==> config.mk <==
export PLATFORM = sky130hd
export DESIGN_NAME = mcr_top
export DESIGN_NICKNAME = d
export VERILOG_FILES = /design/src/hdl/mcr_seq.v /design/src/hdl/mcr_top.v
export VERILOG_INCLUDE_DIRS = /design/src /design/src/hdl
export SDC_FILE = /design/constraint.sdc
export NUM_CORES = 2
export LEC_CHECK = 0
export BUFFER_PORTS_ARGS = -buffer_cell sky130_fd_sc_hd__buf_2
export CORE_MARGIN = 2
export CORE_UTILIZATION = 55
export DETAILED_ROUTE_END_ITERATION = 12
export PLACE_DENSITY = 0.73
export SYNTH_ARGS = -nofsm -noshare
export SYNTH_HDL_FRONTEND = slang
export SYNTH_HIERARCHICAL = 1
export SYNTH_SLANG_ARGS = --single-unit
export TNS_END_PERCENT = 20
==> constraint.sdc <==
create_clock -name ref_clk_i -period 16.9 [get_ports ref_clk_i]
set_input_delay 2.535 -clock ref_clk_i [delete_from_list [all_inputs] [get_ports ref_clk_i]]
set_output_delay 2.535 -clock ref_clk_i [all_outputs]
set_load 0.1 [all_outputs]
==> src/hdl/mcr_regs.vh <==
// Register offsets, field positions and reset values of the monitor bank
`ifndef MCR_REGS_VH
`define MCR_REGS_VH

`define MCR_ADDR_GEN 8'h14
`define MCR_ADDR_DACCFG 8'h15
`define MCR_ADDR_PULLDN 8'h16
`define MCR_ADDR_HIEN 8'h17
`define MCR_ADDR_LOEN 8'h18
`define MCR_ADDR_CHEN1 8'h19
`define MCR_ADDR_CHEN2 8'h1A
`define MCR_ADDR_TEMPEN 8'h1B
`define MCR_ADDR_TRIG 8'h1C
`define MCR_ADDR_RES_BASE 8'h20
`define MCR_ADDR_RES_LAST 8'h30
`define MCR_ADDR_HLIM_BASE 8'h40
`define MCR_ADDR_LLIM_BASE 8'h46
`define MCR_ADDR_LIM_LAST 8'h4B
`define MCR_ADDR_REFMODE 8'h66
`define MCR_ADDR_CODE_BASE 8'h80
`define MCR_ADDR_CODE_LAST 8'h8B
`define MCR_ADDR_BCAST 8'h90

`define MCR_GEN_RST 7
`define MCR_GEN_TOD 2
`define MCR_GEN_LOCK 1
`define MCR_GEN_START 0
`define MCR_DAC_GROUP 2
`define MCR_DAC_LEVEL 1
`define MCR_DAC_OFF 0
`define MCR_REF_ADC_EXT 2
`define MCR_REF_DAC_EXT 1

`define MCR_RST_GEN 8'h00
`define MCR_RST_DACCFG 8'h03
`define MCR_RST_PULLDN 8'hFF
`define MCR_RST_IRQEN 8'h00
`define MCR_RST_CHEN 8'h00
`define MCR_RST_REFMODE 8'h07
`define MCR_RST_RESULT 12'h000
`define MCR_RST_HLIM 12'hFFF
`define MCR_RST_LLIM 12'h000
`define MCR_RST_CODE 12'h000

`define MCR_IRQEN_MASK 8'h3F
`define MCR_TEMPEN_MASK 8'h01
`define MCR_REF_MASK 8'h07
`define MCR_DACCFG_MASK 8'h07
`define MCR_GEN_MASK 8'h07

`endif

==> src/hdl/mcr_seq.v <==
// Conversion sequencer: walks the enabled channels once or repeatedly
module mcr_seq #(
	parameter NCH = 17,
	parameter CW = 5
) (
	// Clock and reset
	input wire ref_clk_i,
	input wire sys_rst_i,
	input wire soft_clr_i,
	// Control
	input wire single_i,
	input wire cont_i,
	input wire [NCH-1:0] chan_en_i,
	// Converter handshake
	output reg adc_start_o,
	output reg [CW-1:0] adc_chan_o,
	input wire adc_done_i,
	input wire [11:0] adc_data_i,
	// Result write
	output reg res_we_o,
	output reg [CW-1:0] res_idx_o,
	output reg [11:0] res_data_o,
	output wire busy_o
);
	localparam [2:0] S_IDLE = 3'b001;
	localparam [2:0] S_SCAN = 3'b010;
	localparam [2:0] S_WAIT = 3'b100;
	localparam [CW-1:0] LAST = NCH - 1;
	localparam [CW-1:0] ONE = 1;

	reg [2:0] state;
	reg [CW-1:0] chan;

	assign busy_o = ~state[0];

	always @(posedge ref_clk_i or posedge sys_rst_i) begin
		if (sys_rst_i) begin
			state <= S_IDLE;
			chan <= {CW{1'b0}};
			adc_start_o <= 1'b0;
			adc_chan_o <= {CW{1'b0}};
			res_we_o <= 1'b0;
			res_idx_o <= {CW{1'b0}};
			res_data_o <= 12'h000;
		end else begin
			adc_start_o <= 1'b0;
			res_we_o <= 1'b0;
			if (soft_clr_i) begin
				state <= S_IDLE;
				chan <= {CW{1'b0}};
			end else begin
				case (state)
				S_IDLE: begin
					chan <= {CW{1'b0}};
					if ((single_i || cont_i) && (|chan_en_i))
						state <= S_SCAN;
				end
				S_SCAN: begin
					if (chan_en_i[chan]) begin
						adc_start_o <= 1'b1;
						adc_chan_o <= chan;
						state <= S_WAIT;
					end else if (chan == LAST) begin
						chan <= {CW{1'b0}};
						// Repeat only while continuous mode holds
						state <= cont_i ? S_SCAN : S_IDLE;
					end else begin
						chan <= chan + ONE;
					end
				end
				S_WAIT: begin
					if (adc_done_i) begin
						res_we_o <= 1'b1;
						res_idx_o <= chan;
						res_data_o <= adc_data_i;
						if (chan == LAST) begin
							chan <= {CW{1'b0}};
							state <= cont_i ? S_SCAN : S_IDLE;
						end else begin
							chan <= chan + ONE;
							state <= S_SCAN;
						end
					end
				end
				default: state <= S_IDLE;
				endcase
			end
		end
	end
endmodule

==> src/hdl/mcr_top.v <==
// Monitor and controller register bank with conversion and output control
`include "mcr_regs.vh"

module mcr_top #(
	parameter NRES = 17,
	parameter NLIM = 6,
	parameter NOUT = 12,
	parameter NGPIO = 8,
	parameter NFORCE = 4
) (
	// Clock and reset
	input wire ref_clk_i,
	input wire sys_rst_i,
	// Register access after the serial framing
	input wire [7:0] reg_addr_i,
	input wire reg_wr_i,
	input wire [15:0] reg_wdata_i,
	input wire reg_rd_i,
	output reg [15:0] reg_rdata_o,
	output wire bus_timeout_disable_o,
	// Converter handshake
	output wire adc_start_o,
	output wire [4:0] adc_chan_o,
	input wire adc_done_i,
	input wire [11:0] adc_data_i,
	output wire adc_busy_o,
	output wire converter_external_ref_o,
	// Output converters
	output wire [NOUT*12-1:0] output_code_o,
	output wire output_external_ref_o,
	input wire [NFORCE-1:0] async_force_input_i,
	output wire [NOUT-1:0] out_force_o,
	output wire forced_level_select_o,
	output wire out_hiz_o,
	// GPIO pulldowns
	output wire [NGPIO-1:0] pulldown_off_o,
	// Open-drain interrupt pins, enable low while pulling
	output wire irq_out_low_group_o,
	output wire irq_out_low_group_oe_n_o,
	output wire irq_out_high_group_o,
	output wire irq_out_high_group_oe_n_o
);
	reg [7:0] general_config;
	reg [7:0] dac_config;
	reg [7:0] gpio_pulldown_control;
	reg [7:0] high_limit_irq_enable;
	reg [7:0] low_limit_irq_enable;
	reg [7:0] channel_enable_first;
	reg [7:0] channel_enable_second;
	reg [7:0] temp_channel_enable;
	reg [7:0] reference_mode;
	reg [11:0] conversion_result [0:NRES-1];
	reg [11:0] upper_window_limit [0:NLIM-1];
	reg [11:0] lower_window_limit [0:NLIM-1];
	reg [11:0] output_code [0:NOUT-1];
	reg [NFORCE-1:0] force_meta;
	reg [NFORCE-1:0] force_sync;
	reg [15:0] next_rdata;

	wire register_lock = general_config[`MCR_GEN_LOCK];
	wire continuous_start = general_config[`MCR_GEN_START];
	wire gen_hit = reg_wr_i && (reg_addr_i == `MCR_ADDR_GEN);
	// Soft reset acts in the write cycle itself; read data and the force synchronisers keep their values
	wire soft_clr = gen_hit && reg_wdata_i[`MCR_GEN_RST];
	wire wr_any = reg_wr_i && !soft_clr;
	wire wr_lockable = wr_any && !register_lock;
	wire bcast_hit = wr_any && (reg_addr_i == `MCR_ADDR_BCAST);
	wire [7:0] res_off = reg_addr_i - `MCR_ADDR_RES_BASE;
	wire [7:0] hlim_off = reg_addr_i - `MCR_ADDR_HLIM_BASE;
	wire [7:0] llim_off = reg_addr_i - `MCR_ADDR_LLIM_BASE;
	wire [7:0] code_off = reg_addr_i - `MCR_ADDR_CODE_BASE;
	// Trigger is an event, not storage; it still needs lock set
	wire single_shot = wr_any && (reg_addr_i == `MCR_ADDR_TRIG) &&
		!continuous_start && register_lock;
	wire cont_run = continuous_start && register_lock;
	wire [NRES-1:0] chan_en = {temp_channel_enable[0],
		channel_enable_second, channel_enable_first};
	wire res_we;
	wire [4:0] res_idx;
	wire [11:0] res_data;
	wire [NLIM-1:0] over_high;
	wire [NLIM-1:0] under_low;

	// Control registers
	always @(posedge ref_clk_i or posedge sys_rst_i) begin
		if (sys_rst_i) begin
			general_config <= `MCR_RST_GEN;
			dac_config <= `MCR_RST_DACCFG;
			gpio_pulldown_control <= `MCR_RST_PULLDN;
			high_limit_irq_enable <= `MCR_RST_IRQEN;
			low_limit_irq_enable <= `MCR_RST_IRQEN;
			channel_enable_first <= `MCR_RST_CHEN;
			channel_enable_second <= `MCR_RST_CHEN;
			temp_channel_enable <= `MCR_RST_CHEN;
			reference_mode <= `MCR_RST_REFMODE;
		end else if (soft_clr) begin
			general_config <= `MCR_RST_GEN;
			dac_config <= `MCR_RST_DACCFG;
			gpio_pulldown_control <= `MCR_RST_PULLDN;
			high_limit_irq_enable <= `MCR_RST_IRQEN;
			low_limit_irq_enable <= `MCR_RST_IRQEN;
			channel_enable_first <= `MCR_RST_CHEN;
			channel_enable_second <= `MCR_RST_CHEN;
			temp_channel_enable <= `MCR_RST_CHEN;
			reference_mode <= `MCR_RST_REFMODE;
		end else begin
			if (gen_hit)
				general_config <= reg_wdata_i[7:0] & `MCR_GEN_MASK;
			if (wr_any && reg_addr_i == `MCR_ADDR_DACCFG)
				dac_config <= reg_wdata_i[7:0] & `MCR_DACCFG_MASK;
			if (wr_any && reg_addr_i == `MCR_ADDR_PULLDN)
				gpio_pulldown_control <= reg_wdata_i[7:0];
			if (wr_any && reg_addr_i == `MCR_ADDR_REFMODE)
				reference_mode <= reg_wdata_i[7:0] & `MCR_REF_MASK;
			if (wr_lockable && reg_addr_i == `MCR_ADDR_HIEN)
				high_limit_irq_enable <=
					reg_wdata_i[7:0] & `MCR_IRQEN_MASK;
			if (wr_lockable && reg_addr_i == `MCR_ADDR_LOEN)
				low_limit_irq_enable <=
					reg_wdata_i[7:0] & `MCR_IRQEN_MASK;
			if (wr_lockable && reg_addr_i == `MCR_ADDR_CHEN1)
				channel_enable_first <= reg_wdata_i[7:0];
			if (wr_lockable && reg_addr_i == `MCR_ADDR_CHEN2)
				channel_enable_second <= reg_wdata_i[7:0];
			if (wr_lockable && reg_addr_i == `MCR_ADDR_TEMPEN)
				temp_channel_enable <=
					reg_wdata_i[7:0] & `MCR_TEMPEN_MASK;
		end
	end

	// Conversion results; enable changes never touch them
	genvar i;
	generate
		for (i = 0; i < NRES; i = i + 1) begin : g_res
			always @(posedge ref_clk_i or posedge sys_rst_i) begin
				if (sys_rst_i)
					conversion_result[i] <= `MCR_RST_RESULT;
				else if (soft_clr)
					conversion_result[i] <= `MCR_RST_RESULT;
				else if (res_we && res_idx == i)
					conversion_result[i] <= res_data;
			end
		end
		// Window limits, lockable, upper bits dropped
		for (i = 0; i < NLIM; i = i + 1) begin : g_lim
			always @(posedge ref_clk_i or posedge sys_rst_i) begin
				if (sys_rst_i) begin
					upper_window_limit[i] <= `MCR_RST_HLIM;
					lower_window_limit[i] <= `MCR_RST_LLIM;
				end else if (soft_clr) begin
					upper_window_limit[i] <= `MCR_RST_HLIM;
					lower_window_limit[i] <= `MCR_RST_LLIM;
				end else begin
					if (wr_lockable && hlim_off == i)
						upper_window_limit[i] <=
							reg_wdata_i[11:0];
					if (wr_lockable && llim_off == i)
						lower_window_limit[i] <=
							reg_wdata_i[11:0];
				end
			end
			// Unsigned compare of 12-bit codes
			assign over_high[i] = conversion_result[i < 3 ? i : i + 5] >
				upper_window_limit[i];
			assign under_low[i] = conversion_result[i < 3 ? i : i + 5] <=
				lower_window_limit[i];
		end
		// Output codes, each written alone or all by broadcast
		for (i = 0; i < NOUT; i = i + 1) begin : g_code
			always @(posedge ref_clk_i or posedge sys_rst_i) begin
				if (sys_rst_i)
					output_code[i] <= `MCR_RST_CODE;
				else if (soft_clr)
					output_code[i] <= `MCR_RST_CODE;
				else if (bcast_hit)
					output_code[i] <= reg_wdata_i[11:0];
				else if (wr_any && code_off == i)
					output_code[i] <= reg_wdata_i[11:0];
			end
			// Straight from the flops: no staging, immediate update
			assign output_code_o[i*12 +: 12] = output_code[i];
			// Grouping 0: blocks of three per input; 1: blocks of six
			assign out_force_o[i] = dac_config[`MCR_DAC_GROUP] ?
				~force_sync[i / 6] : ~force_sync[i / 3];
		end
	endgenerate

	// Force inputs are asynchronous pins
	always @(posedge ref_clk_i or posedge sys_rst_i) begin
		if (sys_rst_i) begin
			force_meta <= {NFORCE{1'b1}};
			force_sync <= {NFORCE{1'b1}};
		end else begin
			force_meta <= async_force_input_i;
			force_sync <= force_meta;
		end
	end

	mcr_seq #(
		.NCH(NRES),
		.CW(5)
	) u_seq (
		.ref_clk_i(ref_clk_i),
		.sys_rst_i(sys_rst_i),
		.soft_clr_i(soft_clr),
		.single_i(single_shot),
		.cont_i(cont_run),
		.chan_en_i(chan_en),
		.adc_start_o(adc_start_o),
		.adc_chan_o(adc_chan_o),
		.adc_done_i(adc_done_i),
		.adc_data_i(adc_data_i),
		.res_we_o(res_we),
		.res_idx_o(res_idx),
		.res_data_o(res_data),
		.busy_o(adc_busy_o)
	);

	// Read decode; data registers read with bits 15:12 zero
	always @* begin
		next_rdata = 16'h0000;
		if (reg_addr_i >= `MCR_ADDR_RES_BASE &&
			reg_addr_i <= `MCR_ADDR_RES_LAST)
			next_rdata = {4'h0, conversion_result[res_off[4:0]]};
		else if (reg_addr_i >= `MCR_ADDR_HLIM_BASE &&
			reg_addr_i < `MCR_ADDR_LLIM_BASE)
			next_rdata = {4'h0, upper_window_limit[hlim_off[2:0]]};
		else if (reg_addr_i >= `MCR_ADDR_LLIM_BASE &&
			reg_addr_i <= `MCR_ADDR_LIM_LAST)
			next_rdata = {4'h0, lower_window_limit[llim_off[2:0]]};
		else if (reg_addr_i >= `MCR_ADDR_CODE_BASE &&
			reg_addr_i <= `MCR_ADDR_CODE_LAST)
			next_rdata = {4'h0, output_code[code_off[3:0]]};
		else begin
			case (reg_addr_i)
			`MCR_ADDR_GEN: next_rdata = {8'h00, general_config};
			`MCR_ADDR_DACCFG: next_rdata = {8'h00, dac_config};
			`MCR_ADDR_PULLDN: next_rdata = {8'h00, gpio_pulldown_control};
			`MCR_ADDR_HIEN: next_rdata = {8'h00, high_limit_irq_enable};
			`MCR_ADDR_LOEN: next_rdata = {8'h00, low_limit_irq_enable};
			`MCR_ADDR_CHEN1: next_rdata = {8'h00, channel_enable_first};
			`MCR_ADDR_CHEN2: next_rdata = {8'h00, channel_enable_second};
			`MCR_ADDR_TEMPEN: next_rdata = {8'h00, temp_channel_enable};
			`MCR_ADDR_REFMODE: next_rdata = {8'h00, reference_mode};
			default: next_rdata = 16'h0000;
			endcase
		end
	end

	// Read data held until the next read strobe
	always @(posedge ref_clk_i or posedge sys_rst_i) begin
		if (sys_rst_i)
			reg_rdata_o <= 16'h0000;
		else if (reg_rd_i)
			reg_rdata_o <= next_rdata;
	end

	assign bus_timeout_disable_o = general_config[`MCR_GEN_TOD];
	assign forced_level_select_o = dac_config[`MCR_DAC_LEVEL];
	assign out_hiz_o = dac_config[`MCR_DAC_OFF];
	assign pulldown_off_o = gpio_pulldown_control;
	assign converter_external_ref_o =
		reference_mode[`MCR_REF_ADC_EXT];
	assign output_external_ref_o = reference_mode[`MCR_REF_DAC_EXT];

	// Open-drain, active low: pull only while a group condition stands
	assign irq_out_low_group_o = 1'b0;
	assign irq_out_high_group_o = 1'b0;
	assign irq_out_low_group_oe_n_o =
		~(|((over_high[2:0] & high_limit_irq_enable[2:0]) |
		(under_low[2:0] & low_limit_irq_enable[2:0])));
	assign irq_out_high_group_oe_n_o =
		~(|((over_high[5:3] & high_limit_irq_enable[5:3]) |
		(under_low[5:3] & low_limit_irq_enable[5:3])));
endmodule

==> impl_metrics.prom <==
# TYPE chip_impl_metric gauge
chip_impl_info{name="status",value="complete, but fails checks"} 1
chip_impl_info{name="violations",value="design-rule violations"} 1
chip_impl_info{name="start_kind",value="register"} 1
chip_impl_metric{name="globalplace.congestion",unit=""} 1.05
chip_impl_metric{name="htree_levels",unit=""} 3
chip_impl_info{name="holdCritStartpoint",value="force_meta[1]"} 1
chip_impl_info{name="synth-main-ff-cell",value="sky130_fd_sc_hd__dfrtp_1"} 1
chip_impl_info{name="critical_path.reg2reg.startpoint",value="u_seq/chan[0]"} 1
chip_impl_info{name="grt_setup_unrepaired",value="no"} 1
chip_impl_metric{name="switching_power",unit="uW"} 1440
chip_impl_metric{name="core_region_area",unit="um^2"} 59100
chip_impl_metric{name="clock_skew",unit="ns"} 0.0258
chip_impl_metric{name="share_seq_of_total_power",unit="%"} 40.2
chip_impl_metric{name="netlist_area_before_placement",unit="um^2"} 32900
chip_impl_metric{name="yosys.cell_types.count",unit=""} 100
chip_impl_metric{name="cp.required",unit="ns"} 14.37
chip_impl_info{name="critPathKind",value="reg2out"} 1
chip_impl_metric{name="drt_iter0_markers",unit=""} 3476
chip_impl_metric{name="post_cts.repair.setup_buffers",unit=""} 0
chip_impl_metric{name="worst_slew_pin_slew",unit="ns"} 1.21
chip_impl_info{name="reg2reg_to",value="u_seq/chan[3]"} 1
chip_impl_metric{name="synth.yosys.seq_area_share",unit="%"} 45.2
chip_impl_metric{name="route.detailed.vias_per_inst",unit=""} 6.57
chip_impl_metric{name="synth_cells",unit=""} 3140
chip_impl_metric{name="min_period_over_period",unit="%"} 37.8
chip_impl_metric{name="wire_length_of_the_first_global_routing_pass",unit="um"} 170000
chip_impl_metric{name="max_slew_margin",unit="%"} 17.9
chip_impl_metric{name="final_hold_viol_count",unit=""} 0
chip_impl_metric{name="worst_ep_arrival_time",unit="ns"} 3.85
chip_impl_metric{name="finalWorstPathRequiredPeriod",unit="ns"} 6.38
chip_impl_info{name="synthTopCellsByArea",value="sky130_fd_sc_hd__dfrtp_1, sky130_fd_sc_hd__mux2i_1, sky130_fd_sc_hd__dfstp_2, sky130_fd_sc_hd__mux4_2, sky130_fd_sc_hd__ha_1"} 1
chip_impl_metric{name="numCtsBuffers",unit=""} 67
chip_impl_metric{name="port_buffers",unit=""} 230
chip_impl_metric{name="dp_hpwl",unit="um"} 82200
chip_impl_metric{name="nets_finish",unit=""} 3412
chip_impl_metric{name="cts-root-to-sink-buffers",unit=""} 3
chip_impl_metric{name="fmax",unit="MHz"} 157
chip_impl_metric{name="yosys_warnings",unit=""} 6
chip_impl_metric{name="pwr-share-comb",unit="%"} 22.4
chip_impl_metric{name="clock_slew_at_reported_path_ffs",unit="ns"} 0.06
chip_impl_metric{name="layout-area-overhead-vs-synth",unit="%"} 10.5
chip_impl_metric{name="route.detailed.drc",unit=""} 1
chip_impl_metric{name="wl_per_cell",unit="um"} 28.5
chip_impl_metric{name="floorplan.initialDensity",unit="%"} 55.6
chip_impl_metric{name="global_route.usage.total",unit="%"} 36.9
chip_impl_metric{name="p_int",unit="uW"} 2710
chip_impl_metric{name="first_global_vias",unit=""} 25797
chip_impl_metric{name="finalCoreUtilization",unit="%"} 61.5
chip_impl_metric{name="ctsHoldBuffers",unit=""} 0
chip_impl_metric{name="die_area",unit="um^2"} 61800
chip_impl_metric{name="p_per_area",unit="nW/um^2"} 114
chip_impl_metric{name="holdPathStages",unit=""} 0
chip_impl_metric{name="num_rows",unit=""} 89
chip_impl_info{name="cts_root_buffer",value="sky130_fd_sc_hd__clkbuf_16"} 1
chip_impl_metric{name="synth_area_per_cell",unit="um^2"} 10.5
chip_impl_metric{name="antenna_found_initial",unit=""} 5
chip_impl_metric{name="fraction_of_registers_with_async_set_or_reset_after_synthesis",unit="%"} 100
chip_impl_metric{name="dr_total_vias",unit=""} 26584
chip_impl_metric{name="detail_route.wirelength",unit="um"} 115000
chip_impl_metric{name="setup.reg_to_reg.worst_slack",unit="ns"} 13.66
chip_impl_metric{name="leakage",unit="uW"} 0.0175
chip_impl_metric{name="ctsResizeCount",unit=""} 0
chip_impl_metric{name="cts.sink_count",unit=""} 590
chip_impl_metric{name="clockPowerShare",unit="%"} 37.4
chip_impl_metric{name="worst_skew_pair.late_latency",unit="ns"} 0.63
chip_impl_info{name="cts_tree",value="built"} 1
chip_impl_metric{name="fill_cells",unit=""} 4794
chip_impl_metric{name="grt_remaining_overflow",unit=""} 0
chip_impl_info{name="crit_path_end_kind",value="output pin"} 1
chip_impl_metric{name="final_layout_size_suffix_gt1_share",unit="%"} 22.2
chip_impl_metric{name="vdd_ir_drop_max",unit="mV"} 0.0974
chip_impl_metric{name="drtPass1Iterations",unit=""} 12
chip_impl_info{name="hold_class",value="reg2reg"} 1
chip_impl_metric{name="yosys_register_bits",unit=""} 590
chip_impl_metric{name="ff2ff_path_depth",unit=""} 8
chip_impl_metric{name="dieHeight",unit="um"} 249
chip_impl_metric{name="die_x",unit="um"} 249
chip_impl_metric{name="fin_max_slew_vios",unit=""} 0
chip_impl_metric{name="path_max_fanout",unit=""} 3
chip_impl_metric{name="antenna_left",unit=""} 0
chip_impl_info{name="min_delay_worst_endpoint",value="force_sync[1]"} 1
chip_impl_metric{name="drv_cap",unit=""} 0
chip_impl_metric{name="timing.setup.tns",unit="ns"} 0
chip_impl_metric{name="total_power",unit="uW"} 4140
chip_impl_metric{name="io_pins",unit=""} 241
chip_impl_metric{name="grt_start_max_net_pins",unit=""} 122
chip_impl_metric{name="netlist.area_leader.share",unit="%"} 37.7
chip_impl_metric{name="power.switching_fraction",unit="%"} 34.7
chip_impl_metric{name="synth_enable_flop_cells",unit=""} 0
chip_impl_info{name="netlist.top_cell.by_area",value="sky130_fd_sc_hd__dfrtp_1"} 1
chip_impl_metric{name="timing.final.setup_violations",unit=""} 0
## power by group through the flow
stage	Combinational, uW	Sequential (uW)	Clock [uW]
after floorplan	425	1940	0
after global placement	901	1670	0
after detailed placement	918	1680	0
after CTS	922	1660	1550
after global routing	977	1670	1610
final	930	1670	1550
## kinds of logic (layout without fill, tap and decap cells)
family / count (synthesis) / count (layout) / share of synthesized area [%]
and+or+nand+nor: 945 / 945 / 13.2
adders and majority gates: 148 / 148 / 5.63
AOI/OAI and AO/OA: 504 / 504 / 9.77
buffers and inverters: 426 / 552 / 6.06
muxes: 523 / 523 / 20.0
other: 1 / 7 / 0.0114
xor gates and xnor gates: 3 / 3 / 0.0799
DFF: 590 / 590 / 45.2
## synthesized netlist by cell type, drive strengths merged (16+ instances only)
library cell	instances
dfrtp	496
nand2	427
mux2i	274
nor2	224
a21oi	204
inv	159
mux2	156
ha	148
buf	134
clkbuf	129
nand3	96
dfstp	94
mux4	93
o211ai	71
o21ai	57
nand4	49
nor2b	30
nor3	25
o22ai	24
a31oi	18
and2	18
a21o	16
## critical path: stages, from the launching register on
cell and delay [ns]:
sky130_fd_sc_hd__dfstp_2 0.53, sky130_fd_sc_hd__inv_1 0.07, sky130_fd_sc_hd__ha_1 0.32, sky130_fd_sc_hd__a21oi_1 0.19, sky130_fd_sc_hd__o21ai_0 0.16, sky130_fd_sc_hd__o31a_1 0.43
sky130_fd_sc_hd__or4_1 0.56, sky130_fd_sc_hd__a211oi_1 0.44, sky130_fd_sc_hd__buf_2 0.53
## state kept, by name (all words and copies together) (netlist names), 3 cells and up
signal / flops
output_code_o: 144
channel_enable_first: 8
dac_config: 3
u_seq/state: 3
u_seq/adc_chan_o: 5
force_sync: 4
conversion_result: 204
force_meta: 4
upper_window_limit: 72
lower_window_limit: 72
general_config: 3
u_seq/res_data_o: 12
channel_enable_second: 8
low_limit_irq_enable: 6
u_seq/res_idx_o: 5
u_seq/chan: 5
reference_mode: 3
pulldown_off_o: 8
reg_rdata_o: 12
high_limit_irq_enable: 6
## routing by layer
layer | part of all wire (%) | global-route usage, % | up-vias
met1 | 40 | 52.2 | 13483
met2 | 44 | 54.4 | 1524
met3 | 10 | 8.29 | 302
met5 | 0.011 | 0 | -
met4 | 5.4 | 17.4 | 2
li1 | - | - | 11273
## cell type report
cell class	count	area [um^2]	area share [%]
multi-input cells	2129	16100	44.3
flip-flops and latches	590	14900	40.9
clock buffers	99	1990	5.48
repair buffers	269	1470	4.04
well taps	773	967	2.66
inverters	162	622	1.71
clock inverters	22	330	0.909
diodes	1	2.50	0.00688
## worst max path at each step
stage	from	to	slack (ns)
detailed placement	sys_rst_i	output_code_o[27]	10.11
global route	sys_rst_i	output_code_o[92]	10.27
global placement	sys_rst_i	output_code_o[15]	10.29
floorplan	sys_rst_i	channel_enable_first[0]	6.85
CTS	upper_window_limit[1]	irq_out_high_group_oe_n_o	10.52
finish	upper_window_limit[23]	irq_out_high_group_oe_n_o	10.52
## layout by cell type (no fill, tap or decap), types with 39 or more instances in the layout
cell type | Yosys | final
sky130_fd_sc_hd__dfrtp_1 | 496 | 496
sky130_fd_sc_hd__nand2_1 | 427 | 427
sky130_fd_sc_hd__mux2i_1 | 274 | 274
sky130_fd_sc_hd__buf_2 | 69 | 228
sky130_fd_sc_hd__nor2_1 | 223 | 220
sky130_fd_sc_hd__a21oi_1 | 203 | 203
sky130_fd_sc_hd__inv_1 | 158 | 157
sky130_fd_sc_hd__ha_1 | 148 | 148
sky130_fd_sc_hd__mux2_2 | 125 | 125
sky130_fd_sc_hd__nand3_1 | 96 | 95
sky130_fd_sc_hd__dfstp_2 | 94 | 94
sky130_fd_sc_hd__mux4_2 | 93 | 93
sky130_fd_sc_hd__o211ai_1 | 71 | 71
sky130_fd_sc_hd__clkbuf_16 | 0 | 71
sky130_fd_sc_hd__nand4_1 | 49 | 49
sky130_fd_sc_hd__buf_4 | 34 | 39
## metrics by stage
stage | hold slack [ns] | instances | cell area [um^2] | setup WS, ns
floorplan | 0.345 | 3145 | 32900 | 6.85
global placement | 0.346 | 3923 | 34000 | 10.29
detailed placement | 0.350 | 3923 | 34000 | 10.11
CTS | 0.359 | 4044 | 36300 | 10.52
global route | 0.362 | 4045 | 36400 | 10.27
finish | 0.358 | 4045 | 36400 | 10.52
(Power assumes the default switching activity.)
